<file path="src/hdl/touch_key_pkg.sv">
// constants, register indexes, reset values and state encodings for the touch-key engine
// assumes a 200 MHz system clock and byte-wide registers, each held in one 32-bit bus word
`default_nettype none
package touch_key_pkg;
   localparam int NCH = 12;
   localparam int CLK_PERIOD_PS = 5000;
   // register indexes; the bus byte address is four times the index
   localparam logic [7:0] IDX_FEATURE = 8'h00;
   localparam logic [7:0] IDX_TVR0 = 8'h01;
   localparam logic [7:0] IDX_EVR = 8'h0D;
   localparam logic [7:0] IDX_ETC_WAIT = 8'h0E;
   localparam logic [7:0] IDX_REF_DELAY = 8'h0F;
   localparam logic [7:0] IDX_STR_THR0 = 8'h10;
   localparam logic [7:0] IDX_INTEG = 8'h1C;
   localparam logic [7:0] IDX_INT_MASK = 8'h26;
   localparam logic [7:0] IDX_INT_CLR = 8'h27;
   localparam logic [7:0] IDX_BEEP_PER = 8'h28;
   localparam logic [7:0] IDX_BEEP_FREQ = 8'h29;
   localparam logic [7:0] IDX_CAL_INT = 8'h2A;
   localparam logic [7:0] IDX_FILT_PER = 8'h2D;
   localparam logic [7:0] IDX_FILT_THR = 8'h2E;
   localparam logic [7:0] IDX_STRENGTH0 = 8'h50;
   localparam logic [7:0] IDX_CAL_IMP0 = 8'h5C;
   localparam logic [7:0] IDX_IMP0 = 8'h68;
   localparam logic [7:0] IDX_STA = 8'h74;
   localparam logic [7:0] IDX_TOUCH_L = 8'h75;
   localparam logic [7:0] IDX_TOUCH_H = 8'h76;
   localparam logic [7:0] IDX_INT_PEND = 8'h77;
   // values after reset
   localparam logic [7:0] RST_FEATURE = 8'h04;
   localparam logic [7:0] RST_TVR = 8'h08;
   localparam logic [7:0] RST_EVR = 8'h04;
   localparam logic [7:0] RST_ETC_WAIT = 8'h27;
   localparam logic [7:0] RST_STR_THR = 8'h01;
   localparam logic [7:0] RST_INTEG = 8'h0F;
   localparam logic [7:0] RST_CAL_INT = 8'h30;
   // field positions
   localparam int FEAT_FILTER_BIT = 0;
   localparam int FEAT_MODE_LSB = 1;
   localparam int INT_TOUCH_BIT = 0;
   localparam int INT_CAL_BIT = 1;
   // timing, in sensor ticks and in system clock cycles
   localparam logic [7:0] CAL_RUN_TICKS = 8'h96;
   localparam int TONE_UNIT_NS = 1250;
   localparam int TONE_UNIT_CYC = (TONE_UNIT_NS * 1000) / CLK_PERIOD_PS;
   localparam int BEEP_FINE_US = 100;
   localparam int BEEP_FINE_CYC = (BEEP_FINE_US * 1000000) / CLK_PERIOD_PS;
   localparam int BEEP_COARSE_US = 20000;
   localparam int COARSE_PER_FINE = BEEP_COARSE_US / BEEP_FINE_US;
   typedef enum logic [1:0] {ENG_IDLE = 2'h0, ENG_READ = 2'h1, ENG_EVAL = 2'h3, ENG_WRAP = 2'h2} eng_type;
   typedef enum logic [1:0] {CAL_RUN = 2'h0, CAL_TRACK = 2'h1, CAL_HOLD = 2'h3} cal_type;
endpackage : touch_key_pkg
`default_nettype wire

</file>
<file path="src/hdl/ref_store_if.sv">
// carrier between the touch engine and its reference store
// one write port and two registered read ports, all on the system clock
`default_nettype none
interface ref_store_if;
   logic wr_en;
   logic [3:0] wr_addr;
   logic [7:0] wr_data;
   logic [3:0] ra_addr;
   logic [7:0] ra_data;
   logic [3:0] rb_addr;
   logic [7:0] rb_data;
   modport owner (output wr_en, wr_addr, wr_data, ra_addr, rb_addr, input ra_data, rb_data);
   modport store (input wr_en, wr_addr, wr_data, ra_addr, rb_addr, output ra_data, rb_data);
endinterface : ref_store_if
`default_nettype wire

</file>
<file path="src/hdl/touch_key_detect_filter.sv">
// twelve-channel touch-key detection, calibration, filtering, key selection and beep, as an AHB-Lite slave
// assumes MEAS_IMP and SENSOR_CLK come from outside the clock domain; one AHB master, single word transfers
// What this block does, and what the host must keep
// RULE1 - touch only when impedance exceeds reference by more than touch variance
// RULE2 - one touch variance per channel, one shared environment variance
// RULE3 - host keeps touch variance about four to ten, above environment variance
// RULE4 - host keeps environment variance about one to five, below touch variances
// RULE5 - power-up calibration runs for 150 sensor clock periods
// RULE6 - touch at power-up defers calibration: two intervals after release, then 150
// RULE7 - above reference plus touch variance: touch, reference kept
// RULE8 - between environment and touch band: no touch, reference kept
// RULE9 - small rise within environment variance: reference follows the impedance
// RULE10 - impedance below reference: reference replaced by measurement
// RULE11 - recalibrate only after all channels quiet for the wait time
// RULE12 - while quiet, recalibrate once per calibration interval
// RULE13 - count instant touches over integration period, readable as strength
// RULE14 - valid touch only when strength exceeds strength threshold
// RULE15 - optional second filter stage with period and threshold
// RULE16 - mode one passes only the strongest touched channel
// RULE17 - mode two passes every touched channel above threshold
// RULE18 - mode three passes the two strongest touched channels
// RULE19 - mode from feature register; final result in touch result register
// RULE20 - beep tone 1.5 to 400 kHz, length 100 us to 2.5 s
// RULE21 - general interrupt holds while unmasked events pend until cleared
// RULE22 - touch interrupt rises on touch event, drops on result read
// RULE23 - programmable reference delay code drives the measurement offset
// RULE24 - mask register gates sources onto the general interrupt
// RULE25 - writing the clear register clears pending status bits
// RULE26 - result has one bit per channel over low and high byte
// RULE27 - engine advances on sensor clock; references invalid after reset
`default_nettype none
module touch_key_detect_filter
   import touch_key_pkg::*;
#(
   parameter int FINE_TICK_CYCLES = BEEP_FINE_CYC
)
(
   input wire logic CLK,
   input wire logic RESETN,
   input wire logic HSEL,
   input wire logic [31:0] HADDR,
   input wire logic [1:0] HTRANS,
   input wire logic HWRITE,
   input wire logic [2:0] HSIZE,
   input wire logic [31:0] HWDATA,
   input wire logic HREADY,
   output logic [31:0] HRDATA,
   output logic HREADYOUT,
   output logic HRESP,
   input wire logic SENSOR_CLK,
   input wire logic [NCH*8-1:0] MEAS_IMP,
   output logic [7:0] REF_DELAY_CODE,
   output logic GENERAL_IRQ,
   output logic TOUCH_IRQ,
   output logic BEEP_OUT
);
   typedef struct packed {
      logic [2:0] sclk_sync;
      logic [NCH-1:0][7:0] imp_meta;
      logic [NCH-1:0][7:0] imp;
      logic [7:0] feature, evr, etc_wait, ref_delay, integ, int_mask;
      logic [7:0] beep_per, beep_freq, cal_int, filt_per, filt_thr;
      logic [NCH-1:0][7:0] tvr, thr, acc, strength, filt_cnt;
      logic dp_active, dp_write, rd_mem;
      logic [7:0] dp_idx;
      logic [31:0] rdata;
      eng_type eng;
      logic [3:0] ch;
      logic [NCH-1:0] valid, inst, filtered;
      logic sweep_touch, recal;
      cal_type cal;
      logic [7:0] cal_cnt, ival_cnt, integ_cnt, filt_win;
      logic [15:0] quiet;
      logic [15:0] result;
      logic [1:0] pend;
      logic tint;
      logic beeping, beep_out, beep_coarse;
      logic [7:0] tone_pre, tone_div, coarse_cnt;
      logic [14:0] fine_cnt;
      logic [6:0] dur_left;
   } state_type;

   state_type s, n;
   ref_store_if mem ();
   logic tick, accept, rd_touch, clr, beep_start, eval_hit, last, win_end, fine_end, unit_end;
   logic [7:0] aidx, eval_imp, wv;
   logic [1:0] ev;
   logic [NCH-1:0] vt, sel;
   logic [NCH-1:0][7:0] a_new;

   ref_store ref_store_i (.CLK(CLK), .port(mem.store));

   // true when a exceeds b by more than v, carried to nine bits
   function automatic logic above_by(input logic [7:0] a, input logic [7:0] b, input logic [7:0] v);
      return {1'b0, a} > ({1'b0, b} + {1'b0, v});
   endfunction : above_by

   // in range [base, base+NCH)
   function automatic logic in_bank(input logic [7:0] idx, input logic [7:0] base);
      return (idx >= base) && (idx < base + 8'(NCH));
   endfunction : in_bank

   // key selection over candidate channels
   function automatic logic [NCH-1:0] pick(input logic [1:0] mode, input logic [NCH-1:0] cand,
                                           input logic [NCH-1:0][7:0] str);
      logic f1, f2;
      logic [7:0] m1, m2;
      logic [3:0] i1, i2;
      logic [NCH-1:0] r;
      f1 = 1'b0;
      f2 = 1'b0;
      m1 = 8'h00;
      m2 = 8'h00;
      i1 = 4'h0;
      i2 = 4'h0;
      r = '0;
      for (int i = 0; i < NCH; i++)
         if (cand[i] && (!f1 || str[i] > m1))
         begin
            f1 = 1'b1;
            m1 = str[i];
            i1 = 4'(i);
         end
      for (int i = 0; i < NCH; i++)
         if (cand[i] && 4'(i) != i1 && (!f2 || str[i] > m2))
         begin
            f2 = 1'b1;
            m2 = str[i];
            i2 = 4'(i);
         end
      case (mode)
         2'h1: r[i1] = f1; // RULE16
         2'h3:
         begin
            r[i1] = f1; // RULE18
            r[i2] = f2;
         end
         default: r = cand; // RULE17 (mode zero behaves as two)
      endcase
      return r;
   endfunction : pick

   // register read mux, taken from the state after this cycle's write
   function automatic logic [7:0] read_reg(input state_type r, input logic [7:0] idx);
      if (in_bank(idx, IDX_TVR0)) return r.tvr[4'(idx - IDX_TVR0)];
      if (in_bank(idx, IDX_STR_THR0)) return r.thr[4'(idx - IDX_STR_THR0)];
      if (in_bank(idx, IDX_STRENGTH0)) return r.strength[4'(idx - IDX_STRENGTH0)]; // RULE13
      if (in_bank(idx, IDX_IMP0)) return r.imp[4'(idx - IDX_IMP0)];
      case (idx)
         IDX_FEATURE: return r.feature;
         IDX_EVR: return r.evr;
         IDX_ETC_WAIT: return r.etc_wait;
         IDX_REF_DELAY: return r.ref_delay;
         IDX_INTEG: return r.integ;
         IDX_INT_MASK: return r.int_mask;
         IDX_BEEP_PER: return r.beep_per;
         IDX_BEEP_FREQ: return r.beep_freq;
         IDX_CAL_INT: return r.cal_int;
         IDX_FILT_PER: return r.filt_per;
         IDX_FILT_THR: return r.filt_thr;
         IDX_STA: return {5'h00, r.beeping, r.cal};
         IDX_TOUCH_L: return r.result[7:0]; // RULE26
         IDX_TOUCH_H: return r.result[15:8];
         IDX_INT_PEND: return {6'h00, r.pend};
         default: return 8'h00;
      endcase
   endfunction : read_reg

   // whole next state in one place
   always_comb
   begin
      n = s;
      ev = 2'h0;
      vt = '0;
      sel = '0;
      a_new = '0;
      last = 1'b0;
      win_end = 1'b0;
      eval_hit = 1'b0;
      eval_imp = s.imp[s.ch];
      mem.wr_en = 1'b0;
      mem.wr_addr = s.ch;
      mem.wr_data = eval_imp;
      mem.ra_addr = s.ch;
      // third sync stage only feeds the edge detector
      n.sclk_sync = {s.sclk_sync[1], s.sclk_sync[0], SENSOR_CLK};
      tick = s.sclk_sync[1] & ~s.sclk_sync[2]; // RULE27
      n.imp_meta = MEAS_IMP;
      n.imp = s.imp_meta;

      // data phase writes
      wv = HWDATA[7:0];
      clr = 1'b0;
      beep_start = 1'b0;
      if (s.dp_active && s.dp_write)
      begin
         if (in_bank(s.dp_idx, IDX_TVR0)) n.tvr[4'(s.dp_idx - IDX_TVR0)] = wv; // RULE2
         if (in_bank(s.dp_idx, IDX_STR_THR0)) n.thr[4'(s.dp_idx - IDX_STR_THR0)] = wv;
         case (s.dp_idx)
            IDX_FEATURE: n.feature = wv; // RULE19
            IDX_EVR: n.evr = wv; // RULE2
            IDX_ETC_WAIT: n.etc_wait = wv;
            IDX_REF_DELAY: n.ref_delay = wv;
            IDX_INTEG: n.integ = wv;
            IDX_INT_MASK: n.int_mask = wv;
            IDX_INT_CLR: clr = 1'b1; // RULE25
            IDX_BEEP_PER:
            begin
               n.beep_per = wv;
               beep_start = |wv[6:0];
            end
            IDX_BEEP_FREQ: n.beep_freq = wv;
            IDX_CAL_INT: n.cal_int = wv;
            IDX_FILT_PER: n.filt_per = wv;
            IDX_FILT_THR: n.filt_thr = wv;
            default: ;
         endcase
      end

      // per-channel sweep, one sensor tick at a time; a tick during a sweep is dropped
      case (s.eng)
         ENG_IDLE:
         begin
            n.ch = 4'h0;
            n.sweep_touch = 1'b0;
            if (tick) n.eng = ENG_READ;
         end
         ENG_READ: n.eng = ENG_EVAL;
         ENG_EVAL:
         begin
            eval_hit = s.valid[s.ch] && above_by(eval_imp, mem.ra_data, s.tvr[s.ch]); // RULE1
            n.inst[s.ch] = eval_hit;
            if (eval_hit) n.sweep_touch = 1'b1;
            if (!s.valid[s.ch])
            begin
               mem.wr_en = 1'b1; // RULE27
               n.valid[s.ch] = 1'b1;
            end
            else if (eval_hit) mem.wr_en = 1'b0; // RULE7
            else if (s.cal == CAL_RUN || s.recal) mem.wr_en = 1'b1; // RULE5 RULE12
            else if (above_by(eval_imp, mem.ra_data, s.evr)) mem.wr_en = 1'b0; // RULE8
            else mem.wr_en = eval_imp != mem.ra_data; // RULE9 RULE10
            if (s.ch == 4'(NCH - 1)) n.eng = ENG_WRAP;
            else
            begin
               n.ch = s.ch + 4'h1;
               n.eng = ENG_READ;
            end
         end
         ENG_WRAP:
         begin
            n.eng = ENG_IDLE;
            n.recal = 1'b0;
            // calibration sequencing, counted in sensor ticks
            case (s.cal)
               CAL_RUN:
                  if (s.sweep_touch)
                  begin
                     n.cal = CAL_HOLD; // RULE6
                     n.quiet = 16'h0000;
                  end
                  else if (s.cal_cnt == CAL_RUN_TICKS - 8'h01)
                  begin
                     n.cal = CAL_TRACK; // RULE5
                     n.quiet = 16'h0000;
                     n.ival_cnt = 8'h00;
                     ev[INT_CAL_BIT] = 1'b1;
                  end
                  else n.cal_cnt = s.cal_cnt + 8'h01;
               CAL_HOLD:
                  if (s.sweep_touch) n.quiet = 16'h0000;
                  else if (s.quiet + 16'h0001 >= 16'({s.cal_int, 1'b0}))
                  begin
                     n.cal = CAL_RUN; // RULE6
                     n.cal_cnt = 8'h00;
                  end
                  else n.quiet = s.quiet + 16'h0001;
               CAL_TRACK:
                  if (s.sweep_touch)
                  begin
                     n.quiet = 16'h0000; // RULE11
                     n.ival_cnt = 8'h00;
                  end
                  else if (s.quiet < 16'(s.etc_wait)) n.quiet = s.quiet + 16'h0001; // RULE11
                  else if (s.ival_cnt + 8'h01 >= s.cal_int)
                  begin
                     n.recal = 1'b1; // RULE12
                     n.ival_cnt = 8'h00;
                  end
                  else n.ival_cnt = s.ival_cnt + 8'h01;
               default: n.cal = CAL_RUN;
            endcase
            // integration, strength threshold, optional second filter, selection
            last = s.integ_cnt >= s.integ;
            n.integ_cnt = last ? 8'h00 : s.integ_cnt + 8'h01;
            win_end = s.filt_win >= s.filt_per;
            for (int i = 0; i < NCH; i++)
            begin
               a_new[i] = (&s.acc[i]) ? s.acc[i] : s.acc[i] + 8'(s.inst[i]); // RULE13
               n.acc[i] = last ? 8'h00 : a_new[i];
               vt[i] = a_new[i] > s.thr[i]; // RULE14
               if (last)
               begin
                  n.strength[i] = a_new[i];
                  if (!s.feature[FEAT_FILTER_BIT]) n.filtered[i] = vt[i];
                  else if (win_end)
                  begin
                     n.filtered[i] = (s.filt_cnt[i] + 8'(vt[i])) > s.filt_thr; // RULE15
                     n.filt_cnt[i] = 8'h00;
                  end
                  else n.filt_cnt[i] = s.filt_cnt[i] + 8'(vt[i]);
               end
            end
            if (last)
            begin
               if (s.feature[FEAT_FILTER_BIT]) n.filt_win = win_end ? 8'h00 : s.filt_win + 8'h01;
               sel = pick(s.feature[FEAT_MODE_LSB +: 2], n.filtered, n.strength); // RULE19
               n.result = {4'h0, sel}; // RULE26
               ev[INT_TOUCH_BIT] = (|sel) && (sel != s.result[NCH-1:0]);
            end
         end
         default: n.eng = ENG_IDLE;
      endcase

      // status: an event in the clearing cycle survives
      n.pend = (s.pend & ~{2{clr}}) | ev; // RULE21 RULE25

      // address phase; reads see this cycle's write
      accept = HSEL && HTRANS[1] && HREADY;
      aidx = HADDR[9:2];
      rd_touch = accept && !HWRITE && (aidx == IDX_TOUCH_L || aidx == IDX_TOUCH_H);
      mem.rb_addr = 4'(aidx - IDX_CAL_IMP0);
      n.dp_active = accept;
      n.dp_write = HWRITE;
      n.dp_idx = aidx;
      n.rd_mem = accept && !HWRITE && in_bank(aidx, IDX_CAL_IMP0);
      if (accept && !HWRITE) n.rdata = {24'h000000, read_reg(n, aidx)};
      n.tint = (s.tint && !rd_touch) || ev[INT_TOUCH_BIT]; // RULE22

      // beep: duration in fine or coarse units, tone half period in tone units
      fine_end = s.fine_cnt == 15'(FINE_TICK_CYCLES - 1);
      unit_end = fine_end && (!s.beep_coarse || s.coarse_cnt == 8'(COARSE_PER_FINE - 1));
      if (beep_start)
      begin
         n.beeping = 1'b1; // RULE20
         n.beep_coarse = wv[7];
         n.dur_left = wv[6:0];
         n.fine_cnt = 15'h0000;
         n.coarse_cnt = 8'h00;
      end
      else if (s.beeping)
      begin
         n.fine_cnt = fine_end ? 15'h0000 : s.fine_cnt + 15'h0001;
         if (fine_end) n.coarse_cnt = unit_end ? 8'h00 : s.coarse_cnt + 8'h01;
         if (unit_end)
         begin
            n.dur_left = s.dur_left - 7'h01;
            if (s.dur_left == 7'h01) n.beeping = 1'b0;
         end
      end
      n.tone_pre = (s.tone_pre == 8'(TONE_UNIT_CYC - 1)) ? 8'h00 : s.tone_pre + 8'h01;
      if (s.tone_pre == 8'(TONE_UNIT_CYC - 1))
      begin
         n.tone_div = (s.tone_div == s.beep_freq) ? 8'h00 : s.tone_div + 8'h01;
         if (s.tone_div == s.beep_freq) n.beep_out = ~s.beep_out; // RULE20
      end
      if (!n.beeping)
      begin
         n.beep_out = 1'b0;
         n.tone_pre = 8'h00;
         n.tone_div = 8'h00;
      end
   end

   // state register
   always_ff @(posedge CLK or negedge RESETN)
   begin
      if (!RESETN)
      begin
         s <= '0;
         s.feature <= RST_FEATURE;
         s.tvr <= {NCH{RST_TVR}};
         s.evr <= RST_EVR;
         s.etc_wait <= RST_ETC_WAIT;
         s.thr <= {NCH{RST_STR_THR}};
         s.integ <= RST_INTEG;
         s.cal_int <= RST_CAL_INT;
         s.eng <= ENG_IDLE;
         s.cal <= CAL_RUN;
      end
      else
      begin
         s <= n;
      end
   end

   // bus is zero-wait; store words are muxed in from the store's register
   assign HREADYOUT = 1'b1;
   assign HRESP = 1'b0;
   assign HRDATA = s.rd_mem ? {24'h000000, mem.rb_data} : s.rdata;
   assign GENERAL_IRQ = |(s.pend & ~s.int_mask[1:0]); // RULE24
   assign TOUCH_IRQ = s.tint;
   assign BEEP_OUT = s.beep_out;
   assign REF_DELAY_CODE = s.ref_delay; // RULE23
endmodule : touch_key_detect_filter
`default_nettype wire

</file>
<file path="src/hdl/ref_store.sv">
// sixteen-word store holding each channel's calibrated reference impedance
// assumes the owner tracks which words are valid; the array itself has no reset
`default_nettype none
module ref_store
(
   input wire logic CLK,
   ref_store_if.store port
);
   logic [7:0] mem [16];
   logic [7:0] ra_q;
   logic [7:0] rb_q;

   // write and both reads on the same edge, read data registered
   always_ff @(posedge CLK)
   begin
      if (port.wr_en)
      begin
         mem[port.wr_addr] <= port.wr_data;
      end
      ra_q <= mem[port.ra_addr];
      rb_q <= mem[port.rb_addr];
   end

   assign port.ra_data = ra_q;
   assign port.rb_data = rb_q;
endmodule : ref_store
`default_nettype wire

</file>
<file path="config.mk">
export PLATFORM = sky130hd
export DESIGN_NAME = touch_key_detect_filter
export DESIGN_NICKNAME = d
export VERILOG_FILES = /design/src/hdl/touch_key_pkg.sv /design/src/hdl/ref_store_if.sv /design/src/hdl/touch_key_detect_filter.sv /design/src/hdl/ref_store.sv
export SDC_FILE = /design/constraint.sdc
export NUM_CORES = 2
export LEC_CHECK = 0
export BUFFER_PORTS_ARGS = -buffer_cell sky130_fd_sc_hd__buf_4
export CAP_MARGIN = 20
export CORE_MARGIN = 4
export CORE_UTILIZATION = 55
export CTS_BUF_LIST = sky130_fd_sc_hd__clkbuf_8
export DETAILED_ROUTE_END_ITERATION = 16
export PLACE_DENSITY_LB_ADDON = 0.3
export SLEW_MARGIN = 10
export SYNTH_ARGS = -nofsm -noshare
export SYNTH_HDL_FRONTEND = slang
export SYNTH_SLANG_ARGS = --single-unit
export TNS_END_PERCENT = 30
</file>
<file path="constraint.sdc">
create_clock -name CLK -period 44.3 [get_ports CLK]
set_input_delay 4.43 -clock CLK [delete_from_list [all_inputs] [get_ports CLK]]
set_output_delay 4.43 -clock CLK [all_outputs]
set_load 0.01 [all_outputs]
</file>
==> summary.md <==
| Metric | Value |
|---|---|
| R2r worst-path depth | 263 |
| Congestion Overflow GR | 0 |
| Number of top-level design ports | 216 |
| Power per standard cell area | ~42 mW/mm2 |
| # hold bufs at CTS | 0 |
| Proportion of power drawn by combinational gates | 37.7% |
| DRT Pass-1 Iters | 6 |
| Worst setup path startpoint | s[132] |
| Fraction of layout cells with a size suffix above 1 | 25.97% |
| Average wire length per cell after detail routing | 22.96 um |
| Max transition margin | 17.18% |
| Highest clock frequency the design can meet | between 20 and 25 MHz |
| Transition at the pin with the smallest max-transition slack | 1.229 ns |
| Cell internal power dissipation | 2.123 mW |
| Syn_area_per_cell | 10.21 um2 |
| Number of cell rows | 127 |
| Kind of cell with the highest combined delay on the critical path | compound AO/OA/AOI/OAI gates |
| Port Buffers | 137 |
| Post-synthesis sequential element count | between 1k and 1.5k |
| Number of vias after detailed routing | 54.34k |
| Reported leakage power | 37.12 nW |
| Result of the run | completed |
| Area of the placeable core | 0.1201 mm2 |
| Inserted Clock Buffers | 179 |
| Critical path capture point | s[162] |
| Endpoint required time on the critical path | roughly 45 ns |
| Worst-skew pair later-pin latency | slightly above 0.9 ns |
| Sequential area share after synthesis | between 40% and 50% |
| Total power consumption of the routed design | 3.314 mW |
| Net switching power figure | between 1 and 1.5 mW |
| Share of total power in sequential cells | 35.4% |
| Critical Path Stages | 263 |
| Number of distinct standard cells referenced by the synthesized netlist | ~120 |
| Number of global-route vias before repair | approximately 53k |
| Detail-routed via count per cell | 6.114 |
| Unrepaired setup endpoints after global routing | yes |
| Hold path depth | 0 |
| Die area | approximately 0.13 mm2 |
| Critical R2R Capture | s[162] |
| Post-synthesis cell count | 6,522 |
| Overall Global Routing Usage | between 30% and 40% |
| Clock root buffer | sky130_fd_sc_hd__clkbuf_8 |
| Total count of hold-check failures in the final report | 0 |
| Largest net degree at the start of global routing | 180 |
| Min Clock Period, post-route | 44.15 ns |
| Number of clock sinks seen by CTS | 1,088 |
| Instance area at placement | 0.07208 mm2 |
| Area overhead of the layout relative to synthesis | 18.11% |
| Total wire length after detailed routing | about 200,000 um |
| WP data arrival | 44.87 ns |
| Netlist Area Pre-Place | 0.06659 mm2 |
| CTS tree | done |
| Slew Limit Fails | 0 |
| Critical-path top delay cell | sky130_fd_sc_hd__a221oi_1 |
| Starting DRT DRC Count | 5,186 |
| Non-Filler Cell Area, Final | just under 0.08 mm2 |
| Number of buffers on the longest clock path | 3 |
| Portion of total power attributed to the clock network | 26.9% |
| Crit-path max FO | 6 |
| Period utilisation layout | between 90 and 100% |
| Total Nets Final | 7,816 |
| Number of enable-type register cells in the synthesized netlist | 128 |
| Switching share of total power | about 36% |
| Setup crit start kind | flop |
| Startpoint of the most critical register-to-register path | s[132] |
| Synth async-reset ratio | slightly below 90% |
| Most frequent cell on the critical path | sky130_fd_sc_hd__o21a_1 |
| Die span in x | 356.0 um |
| Setup-failing EPs final | 0 |
| Last weighted congestion value of the routability-driven placer | slightly below 1 |
| Synth Flop Type | sky130_fd_sc_hd__dfrtp_1 |
| Effective utilization at floorplan | 55.43% |
| Max cap viols | 0 |
| Post-detailed-route DRC marker count | 0 |
| Setup clock skew after layout | 0.06391 ns |
| Global-route wire length before repair | 308,800 um |
| Hold Path Class | reg2reg |
| Antenna Nets Post-Route | 0 |
| DP Wirelength | 147,000 um |
| Worst path max stage delay | 0.50 ns |
| Crit path kind | reg2reg |
| Height of the die | about 360 um |
| Setup slack of the most critical reg-to-reg path | around 0.15 ns |
| CP Buf/Inv Count | 20 |
| Depth of the CTS H-tree | 4 |
| Capturing element type of the critical path | flop |
| Filler Cells Inserted | 9,373 |
| Antenna violations before repair | 4 |
| Clock-pin slew of the registers on the worst-case setup and hold paths | 0.06 ns |
| Maximum resistive drop on vdd | 0.04200 mV |
| Synth warnings | 0 |
registers in the layout (all words and copies together), names as in the netlist:
signal / cells
BEEP_OUT: 1
REF_DELAY_CODE: 8
TOUCH_IRQ: 1
mem.ra_addr: 4
n: 98
ref_store_i.mem: 128
ref_store_i.port.ra_data: 8
ref_store_i.port.rb_data: 8
s: 832
area by class of cell:
class / count / area [um2] / share of cell area (%)
flip-flops and latches: 1088 / 27840 / 35.40
multi-input cells: 4781 / 37970 / 48.28
clock buffers: 218 / 3000 / 3.815
well taps: 1612 / 2017 / 2.565
repair buffers: 744 / 5917 / 7.523
clock inverters: 112 / 651.9 / 0.8289
diodes: 1 / 2.502 / 0.003182
inverters: 332 / 1246 / 1.585
cell families after synthesis:
group	Yosys count	share of synthesized area [%]
AOI/OAI and AO/OA	1305	13.11
other	2	0.01128
xor gates and xnor gates	216	2.841
and+or+nand+nor	2071	14.34
buffers and inverters	678	4.083
DFF	1088	41.80
adders and majority gates	519	9.775
muxes	643	14.04
metal layers:
metal / share of wire (%) / track usage, % / up-vias
met5: 0.015 / 0 / -
met4: 4.3 / 13.17 / 6
met3: 8.5 / 6.460 / 450
met2: 46 / 49.33 / 2325
met1: 41 / 43.19 / 26770
li1: - / - / 24790
Yosys cell counts, drive strengths merged (39+ instances only):
master	number	area [um2]
a21o	98	735.7
a21oi	268	1364
a22o	39	341.6
a31oi	70	465.4
and2	57	359.1
and3	70	437.9
buf	90	511.7
clkbuf	256	960.9
dfrtp	908	22720
edfxtp	128	3844
ha	517	6469
inv	329	1235
mux2	339	3817
mux2i	105	1051
mux4	199	4482
nand2	847	3182
nand2b	73	456.7
nand3	295	1481
nand4	99	625.6
nor2	391	1475
nor2b	88	550.5
nor3	62	326.6
o211ai	39	292.8
o21a	57	435.4
o21ai	366	1854
o31ai	65	506.7
xnor2	102	893.4
xor2	114	998.5
layout by cell type (no fill, tap or decap), types with 22 or more instances in the layout:
cell type                  netlist  final
sky130_fd_sc_hd__dfrtp_1       908    906
sky130_fd_sc_hd__nand2_1       846    836
sky130_fd_sc_hd__buf_4          38    687
sky130_fd_sc_hd__ha_1          517    462
sky130_fd_sc_hd__inv_1         328    400
sky130_fd_sc_hd__nor2_1        390    374
sky130_fd_sc_hd__mux2_2        339    311
sky130_fd_sc_hd__o21ai_0       354    302
sky130_fd_sc_hd__nand3_1       294    282
sky130_fd_sc_hd__a21oi_1       264    229
sky130_fd_sc_hd__clkbuf_8        0    219
sky130_fd_sc_hd__mux4_2        199    199
sky130_fd_sc_hd__edfxtp_1      128    128
sky130_fd_sc_hd__xor2_1        114    113
sky130_fd_sc_hd__xnor2_1       102     99
sky130_fd_sc_hd__nand4_1        98     98
sky130_fd_sc_hd__a21o_1         98     98
sky130_fd_sc_hd__mux2i_1       105     97
sky130_fd_sc_hd__nor2b_1        88     76
sky130_fd_sc_hd__nand2b_1       73     72
sky130_fd_sc_hd__and3_1         70     68
sky130_fd_sc_hd__a31oi_1        67     65
sky130_fd_sc_hd__o31ai_1        63     59
sky130_fd_sc_hd__and2_1         56     55
sky130_fd_sc_hd__nor3_1         60     55
sky130_fd_sc_hd__o21a_1         56     54
sky130_fd_sc_hd__ha_4            0     46
sky130_fd_sc_hd__buf_6           3     44
sky130_fd_sc_hd__o211ai_1       39     39
sky130_fd_sc_hd__a22o_1         39     39
sky130_fd_sc_hd__o21ai_1         8     38
sky130_fd_sc_hd__a21oi_2         3     37
sky130_fd_sc_hd__dfstp_2        36     36
sky130_fd_sc_hd__o21bai_1       33     32
sky130_fd_sc_hd__mux2_4          0     28
sky130_fd_sc_hd__conb_1          2     26
sky130_fd_sc_hd__o22ai_1        26     24
sky130_fd_sc_hd__a211oi_1       33     22
how the worst min path moves through the flow:
stage | from | endpoint | slack (ns)
finish | n[966] | n[967] | 0.36
global route | n[839] | s[839] | 0.36
CTS | n[839] | s[839] | 0.36
detailed placement | n[966] | n[967] | 0.35
global placement | n[966] | n[967] | 0.33
floorplan | n[966] | n[967] | 0.33
worst register-to-register path: cells and delay by family, from the launching register on:
family / cells / cell delay, ns
AO/OA/AOI/OAI: 145 / 23.19
buffers and inverters: 20 / 2.82
adder cells (fa/ha/maj): 26 / 6.21
flip-flops: 1 / 0.37
AND/OR/NAND/NOR: 57 / 6.71
XOR/XNOR: 1 / 0.19
multiplexers: 14 / 4.51
what timing repair did:
action | 4_1_cts | 5_1_grt
pin swaps | 82 | 117
gates cloned | 1 | 1
buffers inserted | 92 | 41
setup endpoints to repair | 22 | 22
resized for setup | 124 | 229
power groups by stage:
| stage | Combinational, mW | Clock [mW] | Sequential (mW) |
|---|---|---|---|
| floorplan | 0.702 | 0 | 1.16 |
| global placement | 1.05 | 0 | 1.18 |
| detailed placement | 1.08 | 0 | 1.19 |
| CTS | 1.15 | 0.905 | 1.17 |
| global route | 1.35 | 0.953 | 1.18 |
| finish | 1.25 | 0.890 | 1.17 |
through the flow:
| step | util (%) | instances | TNS, ns | hold slack [ns] | setup WS, ns |
|---|---|---|---|---|---|
| after floorplan | - | 6546 | 0 | 0.3312 | 0.004739 |
| after global placement | 59.98 | 8415 | -47.19 | 0.3329 | -2.805 |
| after detailed placement | 60.00 | 8416 | -57.03 | 0.3510 | -3.257 |
| after CTS | 64.01 | 8839 | -0.8029 | 0.3616 | -0.2153 |
| after global routing | 65.47 | 8888 | -30.24 | 0.3571 | -1.976 |
| final | 65.47 | 8888 | 0 | 0.3637 | 0.1522 |
(Power assumes the default switching activity.)
